==> src/pkg/bwl_pkg.sv <==
// constants and types for the broadcast write and soft load register bank
package bwl_pkg;

  // register indices; byte address on the bus is four times the index
  localparam logic [7:0] IDX_SLD_EN     = 8'hd1;
  localparam logic [7:0] IDX_DAC_CH0    = 8'hd2;
  localparam logic [7:0] IDX_DAC_CH7    = 8'he0;
  localparam logic [7:0] IDX_DAC_BVAL   = 8'he2;
  localparam logic [7:0] IDX_DAC_SEL    = 8'he4;
  localparam logic [7:0] IDX_TRIG       = 8'he5;
  localparam logic [7:0] IDX_IN_BVAL    = 8'he6;
  localparam logic [7:0] IDX_IN_SEL     = 8'he8;
  localparam logic [7:0] IDX_HOLD_CH0   = 8'hc0;
  localparam logic [7:0] IDX_HOLD_CH7   = 8'hce;

  // address slicing of the bus byte address
  localparam int IDX_LSB = 2;
  localparam int IDX_W   = 8;

  // field positions
  localparam int TRIG_BIT = 7;

  // reset values
  localparam logic [7:0]  DAC_SEL_RST = 8'hff;
  localparam logic [7:0]  IN_SEL_RST  = 8'hff;
  localparam logic [7:0]  SLD_EN_RST  = 8'hff;
  localparam logic [7:0]  TRIG_RST    = 8'h00;
  localparam logic [15:0] BVAL_RST    = 16'h0000;
  localparam logic [15:0] CODE_RST    = 16'h0000;

  // bus answers
  localparam logic [1:0] RESP_OKAY   = 2'h0;
  localparam logic [1:0] RESP_SLVERR = 2'h2;

  typedef enum logic [1:0] {RD_IDLE, RD_FETCH, RD_RESP} bwl_rd_st_t;

  typedef enum logic [3:0] {
    K_NONE, K_SLD_EN, K_DAC_CH, K_HOLD_CH, K_DAC_BVAL,
    K_DAC_SEL, K_TRIG, K_IN_BVAL, K_IN_SEL
  } bwl_kind_t;

endpackage

==> src/design/bwl_chan_bank.sv <==
// holding and active code registers of the eight channels
`timescale 1ns/10ps
module bwl_chan_bank
  import bwl_pkg::*;
#(
  parameter int NCH = 8,
  parameter int DW  = 16
)
(
  input  wire logic                MCLK,
  input  wire logic                SYS_RST,
  input  wire logic [NCH-1:0]      HOLD_WE,
  input  wire logic [1:0]          HOLD_BE,
  input  wire logic [DW-1:0]       HOLD_WDATA,
  input  wire logic [NCH-1:0]      ACT_WE,
  input  wire logic [1:0]          ACT_BE,
  input  wire logic [DW-1:0]       ACT_WDATA,
  input  wire logic [NCH-1:0]      LOAD_MASK,
  input  wire logic                RD_ACTIVE,
  input  wire logic [2:0]          RD_CH,
  output logic      [DW-1:0]       RD_DATA,
  output logic      [NCH*DW-1:0]   ACTIVE_CODES
);

  typedef struct packed {
    logic [NCH-1:0][DW-1:0] hold;
    logic [NCH-1:0][DW-1:0] act;
    logic [DW-1:0]          rd;
  } bwl_bank_t;

  bwl_bank_t st_ff;
  bwl_bank_t nxt_st;

  // byte-lane merge of a new value into an old one
  function automatic logic [DW-1:0] merge(input logic [DW-1:0] old_v,
                                          input logic [DW-1:0] new_v,
                                          input logic [1:0]    be);
    logic [DW-1:0] r;
    r = old_v;
    if (be[0])
      r[7:0] = new_v[7:0];
    if (be[1])
      r[DW-1:8] = new_v[DW-1:8];
    return r;
  endfunction

  ////////////////////////////////////////////////////////////////////////
  // next state: a load copies every enabled channel in the same edge
  always_comb
  begin
    nxt_st = st_ff;
    for (int n = 0; n < NCH; n++)
    begin
      if (HOLD_WE[n])
        nxt_st.hold[n] = merge(st_ff.hold[n], HOLD_WDATA, HOLD_BE);
      if (LOAD_MASK[n])
        nxt_st.act[n] = st_ff.hold[n];
      else if (ACT_WE[n])
        nxt_st.act[n] = merge(st_ff.act[n], ACT_WDATA, ACT_BE);
    end
    // read data is registered so the bus sees a flop, one cycle late
    nxt_st.rd = RD_ACTIVE ? st_ff.act[RD_CH] : st_ff.hold[RD_CH];
  end

  always_ff @(posedge MCLK or posedge SYS_RST)
  begin
    if (SYS_RST)
    begin
      st_ff.hold <= {NCH{CODE_RST}};
      st_ff.act  <= {NCH{CODE_RST}};
      st_ff.rd   <= CODE_RST;
    end
    else
      st_ff <= nxt_st;
  end

  ////////////////////////////////////////////////////////////////////////
  assign RD_DATA      = st_ff.rd;
  assign ACTIVE_CODES = st_ff.act;

endmodule

==> src/design/bwl_regs.sv <==
// axi4-lite register bank with broadcast writes and software load
//
// Decided for this implementation: the AXI4-Lite register port.
`timescale 1ns/10ps
module bwl_regs
  import bwl_pkg::*;
#(
  parameter int ADDR_W = 10,
  parameter int NCH    = 8,
  parameter int DW     = 16
)
(
  input  wire logic                MCLK,
  input  wire logic                SYS_RST,
  input  wire logic                AWVALID,
  output logic                     AWREADY,
  input  wire logic [ADDR_W-1:0]   AWADDR,
  input  wire logic [2:0]          AWPROT,
  input  wire logic                WVALID,
  output logic                     WREADY,
  input  wire logic [31:0]         WDATA,
  input  wire logic [3:0]          WSTRB,
  output logic                     BVALID,
  input  wire logic                BREADY,
  output logic      [1:0]          BRESP,
  input  wire logic                ARVALID,
  output logic                     ARREADY,
  input  wire logic [ADDR_W-1:0]   ARADDR,
  input  wire logic [2:0]          ARPROT,
  output logic                     RVALID,
  input  wire logic                RREADY,
  output logic      [31:0]         RDATA,
  output logic      [1:0]          RRESP,
  output logic      [NCH*DW-1:0]   CHANNEL_ACTIVE_CODE
);

  typedef struct packed {
    bwl_rd_st_t        rd_st;
    logic              aw_ok;
    logic [IDX_W-1:0]  aw_idx;
    logic              w_ok;
    logic [31:0]       wdata;
    logic [3:0]        wstrb;
    logic              bvalid;
    logic [1:0]        bresp;
    logic [IDX_W-1:0]  ar_idx;
    logic [31:0]       rdata;
    logic [1:0]        rresp;
    logic [NCH-1:0]    dac_sel;
    logic [NCH-1:0]    in_sel;
    logic [NCH-1:0]    sld_en;
    logic [DW-1:0]     dac_bval;
    logic [DW-1:0]     in_bval;
  } bwl_state_t;

  bwl_state_t st_ff;
  bwl_state_t nxt_st;

  logic [NCH-1:0]   hold_we;
  logic [NCH-1:0]   act_we;
  logic [1:0]       act_be;
  logic [DW-1:0]    act_wdata;
  logic [1:0]       hold_be;
  logic [DW-1:0]    hold_wdata;
  logic [NCH-1:0]   load_mask;
  logic             rd_active;
  logic [2:0]       rd_ch;
  logic [DW-1:0]    bank_rd;

  ////////////////////////////////////////////////////////////////////////
  // address decode, used for both the write and the read path
  function automatic bwl_kind_t decode(input logic [IDX_W-1:0] idx);
    bwl_kind_t k;
    k = K_NONE;
    if (idx == IDX_SLD_EN)
      k = K_SLD_EN;
    else if (idx >= IDX_DAC_CH0 && idx <= IDX_DAC_CH7 && !idx[0])
      k = K_DAC_CH;
    else if (idx >= IDX_HOLD_CH0 && idx <= IDX_HOLD_CH7 && !idx[0])
      k = K_HOLD_CH;
    else if (idx == IDX_DAC_BVAL)
      k = K_DAC_BVAL;
    else if (idx == IDX_DAC_SEL)
      k = K_DAC_SEL;
    else if (idx == IDX_TRIG)
      k = K_TRIG;
    else if (idx == IDX_IN_BVAL)
      k = K_IN_BVAL;
    else if (idx == IDX_IN_SEL)
      k = K_IN_SEL;
    return k;
  endfunction

  // channel number of a two-index-wide channel register
  function automatic logic [2:0] chan_of(input logic [IDX_W-1:0] idx,
                                         input logic [IDX_W-1:0] base);
    logic [IDX_W-1:0] d;
    d = idx - base;
    return d[3:1];
  endfunction

  // byte-lane merge for the 16-bit registers held here
  function automatic logic [DW-1:0] merge(input logic [DW-1:0] old_v,
                                          input logic [31:0]   new_v,
                                          input logic [3:0]    be);
    logic [DW-1:0] r;
    r = old_v;
    if (be[0])
      r[7:0] = new_v[7:0];
    if (be[1])
      r[DW-1:8] = new_v[DW-1:8];
    return r;
  endfunction

  ////////////////////////////////////////////////////////////////////////
  // bus handshakes: one write and one read in flight at a time
  assign AWREADY = !st_ff.aw_ok && !st_ff.bvalid;
  assign WREADY  = !st_ff.w_ok && !st_ff.bvalid;
  assign ARREADY = (st_ff.rd_st == RD_IDLE);
  assign BVALID  = st_ff.bvalid;
  assign BRESP   = st_ff.bresp;
  assign RVALID  = (st_ff.rd_st == RD_RESP);
  assign RDATA   = st_ff.rdata;
  assign RRESP   = st_ff.rresp;

  ////////////////////////////////////////////////////////////////////////
  // next state of the bus slave and the control registers
  always_comb
  begin
    logic              aw_go;
    logic              w_go;
    logic              wr_go;
    logic [IDX_W-1:0]  widx;
    logic [31:0]       wd;
    logic [3:0]        ws;
    bwl_kind_t         wk;
    bwl_kind_t         rk;
    logic [DW-1:0]     bval;
    aw_go     = AWVALID && AWREADY;
    w_go      = WVALID && WREADY;
    widx      = st_ff.aw_ok ? st_ff.aw_idx : AWADDR[IDX_LSB +: IDX_W];
    wd        = st_ff.w_ok ? st_ff.wdata : WDATA;
    ws        = st_ff.w_ok ? st_ff.wstrb : WSTRB;
    wr_go     = (st_ff.aw_ok || aw_go) && (st_ff.w_ok || w_go);
    wk        = decode(widx);
    rk        = decode(st_ff.ar_idx);
    bval      = '0;
    nxt_st    = st_ff;
    hold_we   = '0;
    act_we    = '0;
    act_be    = ws[1:0];
    act_wdata = wd[DW-1:0];
    hold_be   = ws[1:0];
    hold_wdata = wd[DW-1:0];
    load_mask = '0;
    rd_active = 1'b0;
    rd_ch     = 3'h0;

    // address and data may come in either order; park whichever is first
    if (aw_go)
    begin
      nxt_st.aw_ok  = 1'b1;
      nxt_st.aw_idx = AWADDR[IDX_LSB +: IDX_W];
    end
    if (w_go)
    begin
      nxt_st.w_ok  = 1'b1;
      nxt_st.wdata = WDATA;
      nxt_st.wstrb = WSTRB;
    end
    if (st_ff.bvalid && BREADY)
      nxt_st.bvalid = 1'b0;

    // write execution, once both halves are present
    if (wr_go)
    begin
      nxt_st.aw_ok  = 1'b0;
      nxt_st.w_ok   = 1'b0;
      nxt_st.bvalid = 1'b1;
      nxt_st.bresp  = (wk == K_NONE) ? RESP_SLVERR : RESP_OKAY;
      case (wk)
        K_SLD_EN:
          if (ws[0])
            nxt_st.sld_en = wd[NCH-1:0];
        K_DAC_CH:
          act_we[chan_of(widx, IDX_DAC_CH0)] = 1'b1;
        K_HOLD_CH:
          hold_we[chan_of(widx, IDX_HOLD_CH0)] = 1'b1;
        K_DAC_BVAL:
        begin
          // the merged value is what is kept and what fans out
          bval            = merge(st_ff.dac_bval, wd, ws);
          nxt_st.dac_bval = bval;
          act_be          = 2'h3;
          act_wdata       = bval;
          act_we          = st_ff.dac_sel;
        end
        K_DAC_SEL:
          if (ws[0])
            nxt_st.dac_sel = wd[NCH-1:0];
        K_TRIG:
          // only the trigger lane matters; reserved bits are not stored
          if (ws[0] && wd[TRIG_BIT])
            load_mask = st_ff.sld_en;
        K_IN_BVAL:
        begin
          bval           = merge(st_ff.in_bval, wd, ws);
          nxt_st.in_bval = bval;
          // the merged value fans out whole, every lane of each selected holding code
          hold_be        = 2'h3;
          hold_wdata     = bval;
          hold_we        = st_ff.in_sel;
        end
        K_IN_SEL:
          if (ws[0])
            nxt_st.in_sel = wd[NCH-1:0];
        default:
          nxt_st.bresp = RESP_SLVERR;
      endcase
    end

    // read path: the channel bank read is launched as the address is taken
    case (st_ff.rd_st)
      RD_IDLE:
        if (ARVALID)
        begin
          nxt_st.ar_idx = ARADDR[IDX_LSB +: IDX_W];
          nxt_st.rd_st  = RD_FETCH;
          rd_active = (decode(ARADDR[IDX_LSB +: IDX_W]) == K_DAC_CH);
          rd_ch     = rd_active
                      ? chan_of(ARADDR[IDX_LSB +: IDX_W], IDX_DAC_CH0)
                      : chan_of(ARADDR[IDX_LSB +: IDX_W], IDX_HOLD_CH0);
        end
      RD_FETCH:
      begin
        nxt_st.rd_st = RD_RESP;
        nxt_st.rresp = RESP_OKAY;
        nxt_st.rdata = 32'h0000_0000;
        case (rk)
          K_SLD_EN:   nxt_st.rdata[NCH-1:0] = st_ff.sld_en;
          K_DAC_CH:   nxt_st.rdata[DW-1:0]  = bank_rd;
          K_HOLD_CH:  nxt_st.rdata[DW-1:0]  = bank_rd;
          K_DAC_BVAL: nxt_st.rdata[DW-1:0]  = st_ff.dac_bval;
          K_DAC_SEL:  nxt_st.rdata[NCH-1:0] = st_ff.dac_sel;
          K_TRIG:     nxt_st.rdata = 32'h0000_0000;
          K_IN_BVAL:  nxt_st.rdata[DW-1:0]  = st_ff.in_bval;
          K_IN_SEL:   nxt_st.rdata[NCH-1:0] = st_ff.in_sel;
          default:    nxt_st.rresp = RESP_SLVERR;
        endcase
      end
      RD_RESP:
        if (RREADY)
          nxt_st.rd_st = RD_IDLE;
      default:
        nxt_st.rd_st = RD_IDLE;
    endcase
  end

  ////////////////////////////////////////////////////////////////////////
  // state register; all masks come up selecting every channel
  always_ff @(posedge MCLK or posedge SYS_RST)
  begin
    if (SYS_RST)
    begin
      st_ff.rd_st    <= RD_IDLE;
      st_ff.aw_ok    <= 1'b0;
      st_ff.aw_idx   <= '0;
      st_ff.w_ok     <= 1'b0;
      st_ff.wdata    <= 32'h0000_0000;
      st_ff.wstrb    <= 4'h0;
      st_ff.bvalid   <= 1'b0;
      st_ff.bresp    <= RESP_OKAY;
      st_ff.ar_idx   <= '0;
      st_ff.rdata    <= 32'h0000_0000;
      st_ff.rresp    <= RESP_OKAY;
      st_ff.dac_sel  <= DAC_SEL_RST;
      st_ff.in_sel   <= IN_SEL_RST;
      st_ff.sld_en   <= SLD_EN_RST;
      st_ff.dac_bval <= BVAL_RST;
      st_ff.in_bval  <= BVAL_RST;
    end
    else
      st_ff <= nxt_st;
  end

  ////////////////////////////////////////////////////////////////////////
  // channel code storage; direct holding writes use the caller's byte lanes, input broadcasts write both
  bwl_chan_bank #(
    .NCH (NCH),
    .DW  (DW)
  ) u_bank (
    .MCLK         (MCLK),
    .SYS_RST      (SYS_RST),
    .HOLD_WE      (hold_we),
    .HOLD_BE      (hold_be),
    .HOLD_WDATA   (hold_wdata),
    .ACT_WE       (act_we),
    .ACT_BE       (act_be),
    .ACT_WDATA    (act_wdata),
    .LOAD_MASK    (load_mask),
    .RD_ACTIVE    (rd_active),
    .RD_CH        (rd_ch),
    .RD_DATA      (bank_rd),
    .ACTIVE_CODES (CHANNEL_ACTIVE_CODE)
  );

endmodule

==> config.mk <==
export PLATFORM = sky130hd
export DESIGN_NAME = bwl_regs
export DESIGN_NICKNAME = d
export VERILOG_FILES = /design/src/pkg/bwl_pkg.sv /design/src/design/bwl_chan_bank.sv /design/src/design/bwl_regs.sv
export SDC_FILE = /design/constraint.sdc
export NUM_CORES = 1
export LEC_CHECK = 0
export BUFFER_PORTS_ARGS = -buffer_cell sky130_fd_sc_hd__buf_2
export CAP_MARGIN = 30
export CORE_MARGIN = 2
export CORE_UTILIZATION = 54
export CTS_CLUSTER_DIAMETER = 40
export DETAILED_ROUTE_END_ITERATION = 7
export PLACE_DENSITY = 0.78
export SLEW_MARGIN = 40
export SYNTH_ARGS = -nofsm -noshare
export SYNTH_HDL_FRONTEND = slang
export SYNTH_HIERARCHICAL = 1
export SYNTH_SLANG_ARGS = --single-unit
==> constraint.sdc <==
create_clock -name MCLK -period 11.3 [get_ports MCLK]
set_clock_uncertainty 0.1 [all_clocks]
set_input_delay 3.39 -clock MCLK [delete_from_list [all_inputs] [get_ports MCLK]]
set_output_delay 3.39 -clock MCLK [all_outputs]
set_load 0.05 [all_outputs]
; ---- After elaboration in Yosys (flattened, before gate mapping)
; Cells that the tools add are included.
[word_totals]
ff_bits = 405
input_bits = 69
out_inout_bits = 169
elab_cells = 303
[classes]
n_addsub = 4
order_cmp = 17
n_eq_ne = 39
n_mux = 94
reduce_logical = 100
[op_table]
columns = op, count
row1 = 16-bit 2-to-1 mux, 24
row2 = "8-bit == test, second input constant", 18
row3 = 4-bit 2-to-1 mux, 26
row4 = 16-bit binary-select mux with 3-bit select, 2
row5 = 8-bit 2-to-1 mux, 12
row6 = 2-bit AND reduction, 36
row7 = 2-bit nonzero test, 27
row8 = "8-bit >= comparator, second input constant", 6
row9 = "8-bit <= comparator, second input constant", 6
row10 = 8-bit case mux with 6 select lines, 1
row11 = 37-bit 2-to-1 mux, 1
row12 = "4-bit by 3-bit == test with 1-bit output, second input constant", 8
row13 = 8-bit case mux with 2 select lines, 2
row14 = 8-bit case mux with 3 select lines, 1
row15 = 1-bit logical AND, 21
row16 = "4-bit by 2-bit == test with 1-bit output, second input constant", 5
row17 = 2-bit 2-to-1 mux, 10
row18 = 8-bit OR reduction, 2
row19 = "3-bit by 4-bit < comparator with 1-bit output, second input constant", 3
row20 = 3-bit 2-to-1 mux, 4
row21 = 9-bit 2-to-1 mux, 1
row22 = 3-bit AND reduction, 3
row23 = "4-bit by 1-bit == test with 1-bit output, second input constant", 2
row24 = "4-bit == test, second input constant", 2
row25 = 15 further kinds, 31

; ---- Longest topological paths before layout
[depth]
word_depth = 18
ltp_mapped = 16
mapped_depth_nobuf = 12

; ---- Cells and area by module
; Netlist, hierarchy kept.
[by_module_without_submodules]
columns = mod, instances, cells_per_inst, area_per_inst_um2, seq_area_each_um2
row1 = bwl_chan_bank, 1, 1142, 13947.1, 6806.5
row2 = bwl_regs, 1, 611, 6620.1, 2857.7

; ---- Worst setup path after synthesis
; No wires, ideal clock.
[synth_path]
path_type = input to register
startpoint = input AWADDR[3]
endpoint = register u_bank.st_ff, in the netlist u_bank/ACTIVE_CODES[104]
setup_ns = 0.135
arrival_ns = 5.836
required_ns = 11.065
slack_ns = 5.229
path_stages = 11
cell_sequence = or4_1 > and3_1 > o2bb2ai_2 > buf_6 > nand4b_1 > nor2_1 > nand2b_1 > clkbuf_1 > nand2_1 > mux2i_1 > o21ai_0
[synth_lines]
columns = item, line
row1 = start: declaration, bwl_regs.sv:17  ; input wire logic [ADDR_W-1:0] AWADDR,
row2 = 8-bit 2-to-1 mux *, bwl_regs.sv:141  ; widx = st_ff.aw_ok ? st_ff.aw_idx : AWADDR[IDX_LSB +: IDX_W];
row3 = 8-bit == test, bwl_regs.sv:89  ; else if (idx == IDX_IN_SEL)
row4 = 4-bit 2-to-1 mux, bwl_regs.sv:89
row5 = 4-bit 2-to-1 mux, bwl_regs.sv:87  ; else if (idx == IDX_IN_BVAL)
row6 = 4-bit 2-to-1 mux, bwl_regs.sv:85  ; else if (idx == IDX_TRIG)
row7 = 4-bit 2-to-1 mux, bwl_regs.sv:83  ; else if (idx == IDX_DAC_SEL)
row8 = 4-bit 2-to-1 mux, bwl_regs.sv:81  ; else if (idx == IDX_DAC_BVAL)
row9 = 4-bit 2-to-1 mux, bwl_regs.sv:79  ; else if (idx >= IDX_HOLD_CH0 && idx <= IDX_HOLD_CH7 && !idx[0])
row10 = 4-bit 2-to-1 mux, bwl_regs.sv:77  ; else if (idx >= IDX_DAC_CH0 && idx <= IDX_DAC_CH7 && !idx[0])
row11 = 4-bit 2-to-1 mux *, bwl_regs.sv:75  ; if (idx == IDX_SLD_EN)
row12 = 4-bit by 3-bit == test with 1-bit output *, bwl_regs.sv:181  ; case (wk)
row13 = 2-bit 2-to-1 mux *, bwl_regs.sv:181
row14 = 2-bit 2-to-1 mux *, bwl_regs.sv:175  ; if (wr_go)
row15 = net act_be[1], bwl_regs.sv:61  ; logic [1:0] act_be;
row16 = 2-bit nonzero test (no line) *, n/a
row17 = 2-bit AND reduction (no line) *, n/a
row18 = end signal: assignment, bwl_chan_bank.sv:74  ; st_ff <= nxt_st;
row19 = end: declaration, bwl_chan_bank.sv:31  ; bwl_bank_t st_ff;
; Mark *: on every way through the listed nets, which the timed path passes. The rest lies on a longest branch. The select of a mux whose other input is x is not followed.
; A chain may end at the register's enable or synchronous reset.

==> results.yml <==
global_routing:
  grt_pass1_wl_mm: 87.93
  gr-usage-all-layers: 0.2928
  grt_max_degree: 148
  antenna_found_initial: 1
  gr-total-overflow: 0
  grt_pass1_vias: 14530
timing:
  slew_headroom: 0.4341
  worstMarginPinSlew_ps: 846.1
  period_share: 0.6454
  final-hold-violation-count: 0
  setup_viol: 0
  min_period_ps: 7293
  rsz0062_at_grt: "no"
  drv_slew: 0
  setup-tns-final_ps: 0
  timing.fmax_mhz: 137.1
critical_path:
  worstPathRequired_ps: 11620
  crit_fanout: 31
  setup.worst_path.end_class: "flip-flop"
  start_kind: "input port"
  worstSetupPathType: "in2reg"
  arrival_ps: 7610
routing:
  vias_per_cell: 6.251
  wl_per_cell_um: 25.12
  drc: 0
  num_vias: 14430
  wirelength_mm: 57.99
  drtIter0Drc: 1606
  ant_nets: 0
  first_pass_iters: 5
die:
  dieWidth_um: 199.2
  core_um2: 37580
  rows: 71
  start_util: 0.5473
  dieArea_um2: 39660
  dieHeight_um: 199.2
  pin_count: 238
yosys:
  yosys.area.top_type: "dfrtp_1"
  yosys-top-cells-area: "dfrtp_1 44%, mux2_2 15%, buf_4 6.8%"
  netlist_area_um2: 20570
  synth_edf_count: 0
  yosysMostFrequentCell: "dfrtp_1"
  synth_fa_ha_area_frac: 0.001825
  synth_warnings: 6
  synthMuxAreaShare: 0.2845
  synth_xor_area_frac: 0.002555
  synth_top_family_by_area: "multiplexers"
  ys_ff_latch: 385
  synth-seq-area-share: 0.4699
  syn_area_per_cell_um2: 11.73
  synth.distinct_cells: 66
  synth-simple-area-share: 0.07385
  synthCells: 1753
  netlist.area_leader.share: 0.4392
  synthTopCellsByCount: "361 x dfrtp_1, 267 x mux2_2, 227 x nand2_1"
  synthArstFlopShare: 1.000
  synth-compound-area-share: 0.07866
  synth_flop_cell: "dfrtp_1"
clock_network:
  holdBufCountCts: 0
  cts.clk_slew.worst_paths_ps: 60
  cts_resized: 0
  cts_sinks: 385
  h-tree-depth: 2
  cts_made_buffers: 49
  clockBufferDepth: 3
  cts_setup_buffers: 0
  root_buffer: "clkbuf_16"
  clock_latency_ps: 560
  cts_tree: "built"
final_layout:
  synthToLayoutAreaGrowth_pct: 9.095
  num-nets-final: 1831
  antenna_cells: 0
  layout-drive-gt1-share: 0.3665
  fillCellCount: 2927
place:
  gp_congestion: 0.9296
  hpwl_mm: 40.29
  place.port_buffers: 191
pwr:
  leakage_nw: 11.25
  peakVddDrop_uv: 112.4
  power_mw: 4.725
  power_density_nw_per_um2: 210.6
status:
  status: "finished clean"
job:
  drv_cap: 0
min_path:
  hp-class: "reg2reg"
==> cells in the final DEF, fill, tap and decap left out, drive strengths merged, types with 3 or more instances in the layout <==
master	n
clkinvlp	5
a221oi	8
clkbuf	60
inv	26
a21o	5
mux2	268
bufinv	6
a21oi	14
dfrtp	361
and2	15
nand2	228
nand3	8
conb	18
mux4	64
a31oi	3
nor3	15
nand2b	10
a22oi	41
or4	3
a222oi	8
dfstp	24
o21ai	165
nand4	5
o2bb2ai	5
nor4	3
xnor2	4
mux2i	135
nand4b	3
o21a	3
ha	3
nor2	31
buf	208
nor2b	5
clkinv	9
==> path summary, 6_finish.rpt <==
path	cells after the start	slack, ps	startpoint	end
setup / recovery	13	4010	ARADDR[3]	u_bank/RD_DATA[11]
hold / removal	2	390	RDATA[9]	RDATA[9]
setup reg to reg	12	6810	st_ff[146]	u_bank/ACTIVE_CODES[46]
hold reg to reg	2	390	RDATA[9]	RDATA[9]
max in group asynchronous	4	6930	SYS_RST	u_bank/ACTIVE_CODES[34]
min in group asynchronous	2	2820	SYS_RST	st_ff[26]
==> cell type report <==
| cell class | count | area, um2 | area share |
|---|---|---|---|
| timing repair buffer | 208 | 1127 | 0.05024 |
| tap | 511 | 639.4 | 0.02849 |
| sequential | 385 | 9667 | 0.4308 |
| clock inverter | 30 | 384.1 | 0.01712 |
| multi-input combinational | 1099 | 9238 | 0.4117 |
| inverter | 16 | 75.07 | 0.003346 |
| clock buffer | 60 | 1308 | 0.05827 |
==> report_power, final <==
part,switching [mW],total [mW],internal [mW]
registers,0.201,1.80,1.60
logic,0.894,1.31,0.420
clock network,0.637,1.61,0.977
total,1.73,4.72,2.99
==> kinds of logic after synthesis <==
kind of cell             after synthesis
buffers and inverters                286
flip-flops                           385
AO/OA/AOI/OAI                        267
other                                  1
multiplexers                         467
XOR/XNOR                               6
AND/OR/NAND/NOR                      338
adder cells (fa/ha/maj)                3
==> metrics by stage <==
step	worst slack (ps)	hold WS, ps	util	area [um2]	cells
after detailed placement	3569	376.8	0.5509	20700	2218
after global routing	3765	407.5	0.5971	22440	2309
after CTS	4043	394.2	0.5959	22390	2308
final	4007	389.8	0.5971	22440	2309
after floorplan	314.6	344.5	-	20630	1770
after global placement	3642	363.9	0.5490	20630	2217
==> metal layers <==
layer,wire length [um],global-route usage,part of all wire
met5,0,0,0
met4,1637,0.09784,0.028
met3,6053,0.08169,0.10
met2,26440,0.4442,0.46
met1,23870,0.4079,0.41
==> critical path: stages <==
cell	delay, ps
buf_2	130
inv_1	80
ha_1	170
nand2_1	60
o32a_1	330
nor3_1	600
xnor2_1	220
nor2_4	420
buf_4	540
buf_4	640
mux4_2	600
a22oi_1	240
nand2_1	140
==> state kept, by name, summed over array words and instances (netlist names) <==
| signal | count |
|---|---|
| u_bank/ACTIVE_CODES | 128 |
| st_ff | 94 |
| u_bank/st_ff | 128 |
| BVALID | 1 |
| u_bank/RD_DATA | 16 |
| RDATA | 16 |
| BRESP | 1 |
| RRESP | 1 |
(Power assumes the default switching activity.)
